**config.mk**
```make
export PLATFORM = sky130hd
export DESIGN_NAME = clock_source_startup_select
export DESIGN_NICKNAME = d
export VERILOG_FILES = /design/src/design/clk_startup_pkg.sv /design/src/design/tick_counter.sv /design/src/design/clock_gate_glitchless.sv /design/src/design/clock_source_startup_select.sv
export SDC_FILE = /design/constraint.sdc
export NUM_CORES = 1
export LEC_CHECK = 0
export ABC_AREA = 0
export BUFFER_PORTS_ARGS = -buffer_cell sky130_fd_sc_hd__buf_2
export CORE_ASPECT_RATIO = 1.1
export CORE_MARGIN = 3
export CORE_UTILIZATION = 49
export CTS_CLUSTER_DIAMETER = 60
export DETAILED_ROUTE_END_ITERATION = 7
export PLACE_DENSITY = 0.81
export SYNTH_ARGS = -nofsm -noshare
export SYNTH_HDL_FRONTEND = slang
export SYNTH_SLANG_ARGS = --single-unit
```
**constraint.sdc**
```tcl
create_clock -name I_CLK_SYS -period 3.8 [get_ports I_CLK_SYS]
set_input_delay 0.76 -clock I_CLK_SYS [delete_from_list [all_inputs] [get_ports I_CLK_SYS]]
set_output_delay 0.76 -clock I_CLK_SYS [all_outputs]
set_load 0.02 [all_outputs]
```
**src/design/clk_startup_pkg.sv**
```systemverilog
// Package for the clock source start-up block: register map, codes and timing.
// Assumes a single 250 MHz system clock; watchdog and source clocks arrive as tick inputs.
package clk_startup_pkg;

	// ----------------------------------------------------------------
	// Register map (byte addresses on the AXI4-Lite bus)
	// ----------------------------------------------------------------
	localparam logic [7:0] ADDR_CLOCK_SELECT = 8'h00;
	localparam logic [7:0] ADDR_MCU_CONTROL = 8'h04;
	localparam logic [7:0] ADDR_OSC_CAL = 8'h08;
	localparam logic [7:0] ADDR_STATUS = 8'h0c;
	localparam logic [7:0] ADDR_WAKE = 8'h10;

	// ----------------------------------------------------------------
	// Field layouts
	// ----------------------------------------------------------------
	localparam int CSEL_LSB = 0;
	localparam int CSUT_LSB = 4;
	localparam int RANGE_BIT = 0;
	localparam int ST_RC_EN = 0;
	localparam int ST_RUN = 1;
	localparam int ST_RANGE = 2;
	localparam int ST_DIV8 = 3;
	localparam int ST_RST_DIS = 4;
	localparam int ST_STATE_LSB = 8;

	// ----------------------------------------------------------------
	// Clock source and start-up codes
	// ----------------------------------------------------------------
	localparam logic [3:0] CSEL_EXT_CLK = 4'h0;
	localparam logic [3:0] CSEL_PLL_RC = 4'h1;
	localparam logic [3:0] CSEL_RC_8M = 4'h2;
	localparam logic [3:0] CSEL_WD_128K = 4'h3;
	localparam logic [3:0] CSEL_PLL_XOSC = 4'h4;
	localparam logic [3:0] CSEL_PLL_XCLK = 4'h5;
	localparam logic [3:0] CSEL_RC_1M = 4'h6;
	localparam logic [3:0] CSEL_XOSC_C = 4'hc;
	localparam logic [3:0] CSEL_XOSC_D = 4'hd;
	localparam logic [1:0] SUT_SHORT = 2'h0;
	localparam logic [1:0] SUT_FAST = 2'h1;
	localparam logic [1:0] SUT_SLOW = 2'h2;
	localparam logic [1:0] SUT_RSVD = 2'h3;

	// Unprogrammed fuse defaults
	localparam logic [3:0] CSEL_DEFAULT = CSEL_RC_8M;
	localparam logic [1:0] SUT_DEFAULT = SUT_SLOW;
	localparam logic DIV8_DEFAULT = 1'b1;

	// ----------------------------------------------------------------
	// Timing, in cycles of the source or watchdog oscillator
	// ----------------------------------------------------------------
	localparam logic [13:0] CK_POWERDOWN = 14'd6;
	localparam logic [13:0] CK_RESET = 14'd14;
	localparam logic [13:0] WD_4MS = 14'd512;
	localparam logic [13:0] WD_64MS = 14'd8192;
	localparam logic [13:0] ZERO_CNT = 14'h0;
	localparam logic [13:0] ONE_CNT = 14'h1;

	// ----------------------------------------------------------------
	// Types
	// ----------------------------------------------------------------
	typedef struct packed {
		logic [3:0] csel;
		logic [1:0] csut;
		logic div8;
		logic rst_dis;
		logic [7:0] cal;
	} fuse_t;

	typedef struct packed {
		logic rc_en;
		logic range_1m;
		logic [7:0] trim;
	} rc_ctrl_t;

	// Gray order along reset -> source delay -> watchdog delay -> run
	typedef enum logic [2:0] {
		S_IDLE = 3'b000,
		S_SRC = 3'b001,
		S_WDOG = 3'b011,
		S_RUN = 3'b010,
		S_WAKE = 3'b110
	} start_state_t;

endpackage

```
**src/design/tick_counter.sv**
```systemverilog
// Counts tick pulses up to a target and flags when the target is reached.
// Assumes ticks are single-cycle pulses in the system clock domain.
`timescale 1ns/1ns
module tick_counter (
	input wire logic clk,
	input wire logic rst_n,
	input wire logic clear,
	input wire logic tick,
	input wire logic [13:0] target,
	output logic done
);
	logic [13:0] count_reg;
	logic [13:0] count_next;

	always_comb begin
		count_next = count_reg;
		if (clear) begin
			count_next = clk_startup_pkg::ZERO_CNT;
		end else if (tick && count_reg < target) begin
			count_next = count_reg + clk_startup_pkg::ONE_CNT;
		end
	end

	always_ff @(posedge clk or negedge rst_n) begin
		if (!rst_n) begin
			count_reg <= clk_startup_pkg::ZERO_CNT;
		end else begin
			count_reg <= count_next;
		end
	end

	assign done = !clear && (count_reg >= target);
endmodule

```
**src/design/clock_gate_glitchless.sv**
```systemverilog
// Glitch-free gate for the released system clock enable.
// Assumes the enable request is synchronous; the enable is registered on the rising clock edge, with no latch.
`timescale 1ns/1ns
module clock_gate_glitchless (
	input wire logic clk,
	input wire logic rst_n,
	input wire logic en_req,
	output logic en_out
);
	logic en_reg;
	logic en_next;

	// A registered enable only changes right after an edge, so the gated clock never chops a pulse
	always_comb begin
		en_next = en_req;
	end

	always_ff @(posedge clk or negedge rst_n) begin
		if (!rst_n) begin
			en_reg <= 1'b0;
		end else begin
			en_reg <= en_next;
		end
	end

	assign en_out = en_reg;
endmodule

```
**src/design/clock_source_startup_select.sv**
```systemverilog
// Clock source selection and start-up timing for the internal RC and 128 kHz sources.
// Assumes fuse values are stable inputs and oscillator ticks are synchronous pulses.
//
// Contract
// - Every reset copies clock select and startup fuses into clock select register.
// - Power-on start-up uses source and delay held in clock select register.
// - Unprogrammed defaults: select 0010, startup 10, divide-by-eight programmed.
// - At reset range select is 1 for code 0110, else 0.
// - RC oscillator off for codes 0011, 0100, 0101, 1100, 1101.
// - RC oscillator stays on when it is system clock or PLL reference.
// - RC output is 8 MHz or 1 MHz per range select bit.
// - Reset loads factory calibration byte into oscillator calibration register.
// - Software writes to calibration register change the trim at once.
// - Watchdog oscillator times reset delay even when RC clocks the chip.
// - RC start-up 6CK; reset adds 14CK, 14CK+4.1ms, 14CK+65ms; 11 reserved.
// - Reset pin disabled with startup 00 on RC lengthens delay to 14CK+4.1ms.
// - 128 kHz start-up 6CK; reset 14CK, 14CK+4ms, 14CK+64ms; 11 reserved.
// - Code 0011 is 128 kHz watchdog clock, 0110 is RC at 1 MHz.
// - Real-time delay: 512 watchdog cycles for 4 ms, 8192 for 64 ms.
// - Wake or clock switch counts source start-up cycles before execution resumes.
`timescale 1ns/1ns
module clock_source_startup_select (
	input wire logic I_CLK_SYS,
	input wire logic I_RSTN,
	input wire logic [3:0] I_FUSE_CLOCK_SELECT,
	input wire logic [1:0] I_FUSE_STARTUP_TIME,
	input wire logic I_FUSE_DIVIDE_BY_EIGHT,
	input wire logic I_FUSE_RESET_PIN_DISABLE,
	input wire logic [7:0] I_FACTORY_CAL,
	input wire logic I_SRC_TICK,
	input wire logic I_WDOG_TICK,
	input wire logic I_WAKE,
	input wire logic [31:0] s_axi_awaddr,
	input wire logic s_axi_awvalid,
	output logic s_axi_awready,
	input wire logic [31:0] s_axi_wdata,
	input wire logic [3:0] s_axi_wstrb,
	input wire logic s_axi_wvalid,
	output logic s_axi_wready,
	output logic [1:0] s_axi_bresp,
	output logic s_axi_bvalid,
	input wire logic s_axi_bready,
	input wire logic [31:0] s_axi_araddr,
	input wire logic s_axi_arvalid,
	output logic s_axi_arready,
	output logic [31:0] s_axi_rdata,
	output logic [1:0] s_axi_rresp,
	output logic s_axi_rvalid,
	input wire logic s_axi_rready,
	output logic O_RC_ENABLE,
	output logic O_RC_RANGE_1M,
	output logic [7:0] O_RC_TRIM,
	output logic O_WDOG_CLK_SELECT,
	output logic O_SYS_CLK_EN,
	output logic O_DIVIDE_BY_EIGHT
);
	// ----------------------------------------------------------------
	// Reset release
	// ----------------------------------------------------------------
	logic rst_meta_reg;
	logic rst_n;

	always_ff @(posedge I_CLK_SYS or negedge I_RSTN) begin
		if (!I_RSTN) begin
			rst_meta_reg <= 1'b0;
			rst_n <= 1'b0;
		end else begin
			rst_meta_reg <= 1'b1;
			rst_n <= rst_meta_reg;
		end
	end

	// ----------------------------------------------------------------
	// Configuration state
	// ----------------------------------------------------------------
	logic [3:0] csel_reg, csel_next;
	logic [1:0] csut_reg, csut_next;
	logic range_reg, range_next;
	logic [7:0] cal_reg, cal_next;
	logic div8_reg, div8_next;
	logic rst_dis_reg, rst_dis_next;
	logic loaded_reg, loaded_next;
	logic wake_req_reg, wake_req_next;
	clk_startup_pkg::start_state_t state_reg, state_next;

	// Bus slave state
	logic aw_full_reg, aw_full_next;
	logic w_full_reg, w_full_next;
	logic [7:0] aw_addr_reg, aw_addr_next;
	logic aw_bad_reg, aw_bad_next;
	logic [31:0] wdata_reg, wdata_next;
	logic [3:0] wstrb_reg, wstrb_next;
	logic bvalid_reg, bvalid_next;
	logic [1:0] bresp_reg, bresp_next;
	logic rvalid_reg, rvalid_next;
	logic [31:0] rdata_reg, rdata_next;
	logic [1:0] rresp_reg, rresp_next;

	logic do_write;
	logic [31:0] status_word;
	logic src_done, wdog_done;
	logic src_clear, wdog_clear;
	logic [13:0] src_target, wdog_target;

	// A write that arrives before the fuse load waits until the load is done
	assign do_write = aw_full_reg && w_full_reg && !bvalid_reg && loaded_reg;

	// ----------------------------------------------------------------
	// Start-up targets
	// ----------------------------------------------------------------
	always_comb begin
		wdog_target = clk_startup_pkg::ZERO_CNT;
		// Real-time part counted on the watchdog oscillator, whatever clocks the chip
		case (csut_reg)
			clk_startup_pkg::SUT_SHORT: begin
				// RC source with reset pin disabled must leave time to enter programming
				if (rst_dis_reg && (csel_reg == clk_startup_pkg::CSEL_RC_8M
					|| csel_reg == clk_startup_pkg::CSEL_RC_1M)) begin
					wdog_target = clk_startup_pkg::WD_4MS;
				end
			end
			clk_startup_pkg::SUT_FAST: wdog_target = clk_startup_pkg::WD_4MS;
			clk_startup_pkg::SUT_SLOW: wdog_target = clk_startup_pkg::WD_64MS;
			default: wdog_target = clk_startup_pkg::ZERO_CNT;
		endcase
		// Wake counts 6CK only; reset counts 14CK
		if (state_reg == clk_startup_pkg::S_WAKE) begin
			src_target = clk_startup_pkg::CK_POWERDOWN;
		end else begin
			src_target = clk_startup_pkg::CK_RESET;
		end
	end

	tick_counter u_src_cnt (
		.clk(I_CLK_SYS),
		.rst_n(rst_n),
		.clear(src_clear),
		.tick(I_SRC_TICK),
		.target(src_target),
		.done(src_done)
	);

	tick_counter u_wdog_cnt (
		.clk(I_CLK_SYS),
		.rst_n(rst_n),
		.clear(wdog_clear),
		.tick(I_WDOG_TICK),
		.target(wdog_target),
		.done(wdog_done)
	);

	// ----------------------------------------------------------------
	// Start-up sequence and configuration
	// ----------------------------------------------------------------
	always_comb begin
		csel_next = csel_reg;
		csut_next = csut_reg;
		range_next = range_reg;
		cal_next = cal_reg;
		div8_next = div8_reg;
		rst_dis_next = rst_dis_reg;
		loaded_next = 1'b1;
		wake_req_next = wake_req_reg || I_WAKE;
		state_next = state_reg;
		src_clear = 1'b1;
		wdog_clear = 1'b1;
		// Fuses are caught after reset release, never under the async reset
		if (!loaded_reg) begin
			csel_next = I_FUSE_CLOCK_SELECT;
			csut_next = I_FUSE_STARTUP_TIME;
			div8_next = I_FUSE_DIVIDE_BY_EIGHT;
			rst_dis_next = I_FUSE_RESET_PIN_DISABLE;
			range_next = (I_FUSE_CLOCK_SELECT == clk_startup_pkg::CSEL_RC_1M);
			cal_next = I_FACTORY_CAL;
		end
		case (state_reg)
			clk_startup_pkg::S_IDLE: begin
				if (loaded_reg) begin
					state_next = clk_startup_pkg::S_SRC;
				end
			end
			clk_startup_pkg::S_SRC: begin
				src_clear = 1'b0;
				if (src_done) begin
					state_next = clk_startup_pkg::S_WDOG;
				end
			end
			clk_startup_pkg::S_WDOG: begin
				wdog_clear = 1'b0;
				if (wdog_done) begin
					state_next = clk_startup_pkg::S_RUN;
				end
			end
			clk_startup_pkg::S_RUN: begin
				if (wake_req_reg) begin
					wake_req_next = I_WAKE;
					state_next = clk_startup_pkg::S_WAKE;
				end
			end
			clk_startup_pkg::S_WAKE: begin
				src_clear = 1'b0;
				if (src_done) begin
					state_next = clk_startup_pkg::S_RUN;
				end
			end
			default: state_next = clk_startup_pkg::S_IDLE;
		endcase
		// Software writes: a new source restarts start-up counting
		if (do_write && !aw_bad_reg) begin
			case (aw_addr_reg)
				clk_startup_pkg::ADDR_CLOCK_SELECT: begin
					if (wstrb_reg[0]) begin
						csel_next = wdata_reg[clk_startup_pkg::CSEL_LSB +: 4];
						csut_next = wdata_reg[clk_startup_pkg::CSUT_LSB +: 2];
						state_next = clk_startup_pkg::S_WAKE;
					end
				end
				clk_startup_pkg::ADDR_MCU_CONTROL: begin
					if (wstrb_reg[0]) begin
						range_next = wdata_reg[clk_startup_pkg::RANGE_BIT];
					end
				end
				clk_startup_pkg::ADDR_OSC_CAL: begin
					if (wstrb_reg[0]) begin
						cal_next = wdata_reg[7:0];
					end
				end
				clk_startup_pkg::ADDR_WAKE: begin
					if (wstrb_reg[0] && state_reg == clk_startup_pkg::S_RUN) begin
						state_next = clk_startup_pkg::S_WAKE;
					end
				end
				default: begin
				end
			endcase
		end
	end

	always_ff @(posedge I_CLK_SYS or negedge rst_n) begin
		if (!rst_n) begin
			csel_reg <= clk_startup_pkg::CSEL_DEFAULT;
			csut_reg <= clk_startup_pkg::SUT_DEFAULT;
			range_reg <= 1'b0;
			cal_reg <= 8'h00;
			div8_reg <= clk_startup_pkg::DIV8_DEFAULT;
			rst_dis_reg <= 1'b0;
			loaded_reg <= 1'b0;
			wake_req_reg <= 1'b0;
			state_reg <= clk_startup_pkg::S_IDLE;
		end else begin
			csel_reg <= csel_next;
			csut_reg <= csut_next;
			range_reg <= range_next;
			cal_reg <= cal_next;
			div8_reg <= div8_next;
			rst_dis_reg <= rst_dis_next;
			loaded_reg <= loaded_next;
			wake_req_reg <= wake_req_next;
			state_reg <= state_next;
		end
	end

	// ----------------------------------------------------------------
	// Oscillator controls
	// ----------------------------------------------------------------
	always_comb begin
		case (csel_reg)
			clk_startup_pkg::CSEL_WD_128K, clk_startup_pkg::CSEL_PLL_XOSC, clk_startup_pkg::CSEL_PLL_XCLK,
			clk_startup_pkg::CSEL_XOSC_C, clk_startup_pkg::CSEL_XOSC_D: O_RC_ENABLE = 1'b0;
			default: O_RC_ENABLE = 1'b1;
		endcase
	end

	assign O_RC_RANGE_1M = range_reg;
	assign O_RC_TRIM = cal_reg;
	assign O_WDOG_CLK_SELECT = (csel_reg == clk_startup_pkg::CSEL_WD_128K);
	assign O_DIVIDE_BY_EIGHT = div8_reg;

	clock_gate_glitchless u_gate (
		.clk(I_CLK_SYS),
		.rst_n(rst_n),
		.en_req(state_reg == clk_startup_pkg::S_RUN),
		.en_out(O_SYS_CLK_EN)
	);

	// ----------------------------------------------------------------
	// AXI4-Lite slave
	// ----------------------------------------------------------------
	always_comb begin
		status_word = 32'h0;
		status_word[clk_startup_pkg::ST_RC_EN] = O_RC_ENABLE;
		status_word[clk_startup_pkg::ST_RUN] = O_SYS_CLK_EN;
		status_word[clk_startup_pkg::ST_RANGE] = range_reg;
		status_word[clk_startup_pkg::ST_DIV8] = div8_reg;
		status_word[clk_startup_pkg::ST_RST_DIS] = rst_dis_reg;
		status_word[clk_startup_pkg::ST_STATE_LSB +: 3] = state_reg;
	end

	always_comb begin
		aw_full_next = aw_full_reg;
		w_full_next = w_full_reg;
		aw_addr_next = aw_addr_reg;
		aw_bad_next = aw_bad_reg;
		wdata_next = wdata_reg;
		wstrb_next = wstrb_reg;
		bvalid_next = bvalid_reg;
		bresp_next = bresp_reg;
		rvalid_next = rvalid_reg;
		rdata_next = rdata_reg;
		rresp_next = rresp_reg;
		if (s_axi_awvalid && s_axi_awready) begin
			aw_full_next = 1'b1;
			aw_addr_next = s_axi_awaddr[7:0];
			// The master may move the address once it is taken, so the range check is kept here
			aw_bad_next = (s_axi_awaddr[31:8] != 24'h0);
		end
		if (s_axi_wvalid && s_axi_wready) begin
			w_full_next = 1'b1;
			wdata_next = s_axi_wdata;
			wstrb_next = s_axi_wstrb;
		end
		if (do_write) begin
			aw_full_next = 1'b0;
			w_full_next = 1'b0;
			bvalid_next = 1'b1;
			bresp_next = 2'h0;
			if (aw_bad_reg || !(aw_addr_reg == clk_startup_pkg::ADDR_CLOCK_SELECT
				|| aw_addr_reg == clk_startup_pkg::ADDR_MCU_CONTROL || aw_addr_reg == clk_startup_pkg::ADDR_OSC_CAL
				|| aw_addr_reg == clk_startup_pkg::ADDR_WAKE)) begin
				bresp_next = 2'h2;
			end
		end
		if (bvalid_reg && s_axi_bready) begin
			bvalid_next = 1'b0;
		end
		if (s_axi_arvalid && s_axi_arready) begin
			rvalid_next = 1'b1;
			rresp_next = 2'h0;
			rdata_next = 32'h0;
			case (s_axi_araddr[7:0])
				clk_startup_pkg::ADDR_CLOCK_SELECT: begin
					rdata_next[clk_startup_pkg::CSEL_LSB +: 4] = csel_reg;
					rdata_next[clk_startup_pkg::CSUT_LSB +: 2] = csut_reg;
				end
				clk_startup_pkg::ADDR_MCU_CONTROL: rdata_next[clk_startup_pkg::RANGE_BIT] = range_reg;
				clk_startup_pkg::ADDR_OSC_CAL: rdata_next[7:0] = cal_reg;
				clk_startup_pkg::ADDR_STATUS: rdata_next = status_word;
				clk_startup_pkg::ADDR_WAKE: rdata_next = 32'h0;
				default: rresp_next = 2'h2;
			endcase
			if (s_axi_araddr[31:8] != 24'h0) begin
				rresp_next = 2'h2;
				rdata_next = 32'h0;
			end
		end else if (rvalid_reg && s_axi_rready) begin
			rvalid_next = 1'b0;
		end
	end

	always_ff @(posedge I_CLK_SYS or negedge rst_n) begin
		if (!rst_n) begin
			aw_full_reg <= 1'b0;
			w_full_reg <= 1'b0;
			aw_addr_reg <= 8'h00;
			aw_bad_reg <= 1'b0;
			wdata_reg <= 32'h0;
			wstrb_reg <= 4'h0;
			bvalid_reg <= 1'b0;
			bresp_reg <= 2'h0;
			rvalid_reg <= 1'b0;
			rdata_reg <= 32'h0;
			rresp_reg <= 2'h0;
		end else begin
			aw_full_reg <= aw_full_next;
			w_full_reg <= w_full_next;
			aw_addr_reg <= aw_addr_next;
			aw_bad_reg <= aw_bad_next;
			wdata_reg <= wdata_next;
			wstrb_reg <= wstrb_next;
			bvalid_reg <= bvalid_next;
			bresp_reg <= bresp_next;
			rvalid_reg <= rvalid_next;
			rdata_reg <= rdata_next;
			rresp_reg <= rresp_next;
		end
	end

	assign s_axi_awready = !aw_full_reg;
	assign s_axi_wready = !w_full_reg;
	assign s_axi_arready = !rvalid_reg;
	assign s_axi_bvalid = bvalid_reg;
	assign s_axi_bresp = bresp_reg;
	assign s_axi_rvalid = rvalid_reg;
	assign s_axi_rdata = rdata_reg;
	assign s_axi_rresp = rresp_reg;
endmodule

```
==> out/results.ini <==
[logic_synthesis]
synth_edf_count = 0
ys.flop_type = dfrtp_1
postSynthCellCount = 431
async_flop_share_pct = 100
synth_area_um2 = 4470
yosysSeqAreaShare_pct = 49.4
postSynthAreaPerCell_um2 = 10.4
ys_warn_count = 0
synth_cell_types = 55
ys_seq_elements = 88

[die]
rows = 35
die_y_um = 106
initial_utilization_pct = 51.8
die-area_um2 = 10300
ios = 180
die_w_um = 97.1
core_um2 = 8630

[clocking]
clk_latency_ns = 0.36
clk_pin_slew_worst_paths_ns = 0.09
post_cts_buffers = 0
cts_made_buffers = 9
cts_hold_buf = 0
ctsResizeCount = 0
tritoncts = built
htreeDepth = 3
cts_max_path_buffers = 2
root_buffer = clkbuf_8
cts_sinks = 88

[sta]
setup_viol = 0
rsz0062_at_grt = no
finalClockSkew_ns = 0.0121
worstMarginPinSlew_ns = 1.06
fin_crit_ns = 2.91
tns_ns = 0
drv_slew = 0
hold_ws_ns = 0.169
period_share_pct = 76.5
max-slew-margin-rel_pct = 29.2
max_freq_ghz = 0.344
hold_viol_final = 0

[route]
drtAntennaViolNets = 0
drc = 0
detail_route.iter0.violations = 161
viasPerCell = 5.43
num_vias = 3646
wl_um = 9630
drt_first_pass_iters = 5
avgRoutedWirePerCell_um = 14.4

[grt]
grt_usage_pct = 19.1
grt_pass1_wl_um = 16200
first_global_vias = 3556
grt_max_degree = 87
antenna_found_initial = 0
grt-ovfl-total = 0

[layout]
area_growth_pct = 18.7
final_cell_mix = 129 x buf_2, 84 x dfrtp_1, 40 x nor2_1
drive_above_1_share_pct = 32.5
mostFrequentLayoutCell = buf_2
antenna_cells = 0
final_nets = 688
final_cells = 671
fin_area_um2 = 5300

[setup_path]
r2r-start = csel_reg[1]
cp_data_required_time_ns = 4.08
crit_path_max_fanout = 11
crit_arrival_ns = 3.18
startpoint_type = flop
critPathKind = reg2reg
setup.worst_path.start = csel_reg[1]
worstSetupEndpointType = flop

[hold_path]
hold_path_class = in2async

[job]
drv_cap = 0

[pwr]
irDropWorstVdd_uv = 326
p_leak_nw = 2.51
powerDensity_nw_per_um2 = 459

[place]
post-dp-hpwl_um = 7450
place_area_um2 = 5100
port_buffers = 129
gp_congestion = 0.815
post-place-cells = 655

[status]
status = finished, final reports clean

## Yosys cell counts, types with 8 or more instances
| cell | n | area, µm² |
|---|---|---|
| a21oi_1 | 29 | 145 |
| dfrtp_1 | 85 | 2130 |
| nand4_1 | 11 | 68.8 |
| buf_4 | 23 | 173 |
| nor4_1 | 17 | 106 |
| mux2i_1 | 16 | 160 |
| o31ai_1 | 8 | 60.1 |
| inv_1 | 18 | 67.6 |
| nand2_1 | 18 | 67.6 |
| clkbuf_1 | 13 | 48.8 |
| nor2b_1 | 12 | 75.1 |
| mux2_2 | 24 | 270 |
| o21ai_0 | 15 | 75.1 |
| nor2_1 | 40 | 150 |
## logic make-up after synthesis
group,Yosys count,synth area share [%]
buffers and inverters,58,7.17
multiplexers,41,10.1
AND/OR/NAND/NOR,146,18.1
other,2,0.168
XOR/XNOR,5,0.980
AO/OA/AOI/OAI,84,12.2
adder cells (fa/ha/maj),7,1.96
flip-flops,88,49.4
## power breakdown
group | total, mW | switching (mW) | internal (mW)
clock network | 0.659 | 0.336 | 0.324
registers | 1.25 | 0.160 | 1.09
logic | 0.521 | 0.268 | 0.253
total | 2.43 | 0.763 | 1.67
## layout make-up
type	count	area (µm²)
Tap cell	111	139
Fill cell	727	3320
Clock inverter	6	67.6
Multi-Input combinational cell	308	2030
Clock buffer	10	138
Inverter	18	67.6
Sequential cell	88	2210
Timing Repair Buffer	130	653
## worst max-delay path, stage by stage (launching register included)
cell and delay (ns):
dfstp_2 0.56, inv_1 0.05, nor4b_1 0.28, nor2_1 0.06, nor2_1 0.11, ha_1 0.15
or4b_4 0.51, a211o_1 0.45, or4_1 0.50, a21oi_1 0.14
## metrics by stage
stage,utilization [%],worst slack [ns],power (mW)
after floorplan,-,1.14,1.64
after global placement,59.1,0.895,1.77
after detailed placement,59.1,0.883,1.80
after CTS,61.5,0.873,2.46
after global routing,61.5,0.661,2.58
final,61.5,0.894,2.43
## per-layer routing
layer	GRT usage [%]	wire length, µm	part of all wire, %
met5	0	0	0
met4	7.02	161	1.7
met3	5.18	713	7.4
met2	30.3	4610	48
met1	25.1	4150	43
## path summary, 6_finish.rpt
kind                                                  to  slack (ns)  cells past startpoint
worst max-delay path            u_wdog_cnt.count_reg[13]        0.89                      9
worst min-delay path                               rst_n        0.17                      1
worst max register to register  u_wdog_cnt.count_reg[13]        0.89                      9
worst min register to register                     rst_n        0.36                      0
max in group asynchronous                 aw_addr_reg[3]        2.58                      0
min in group I_CLK_SYS                             rst_n        0.36                      0
Power figures use the tool's default switching activity.
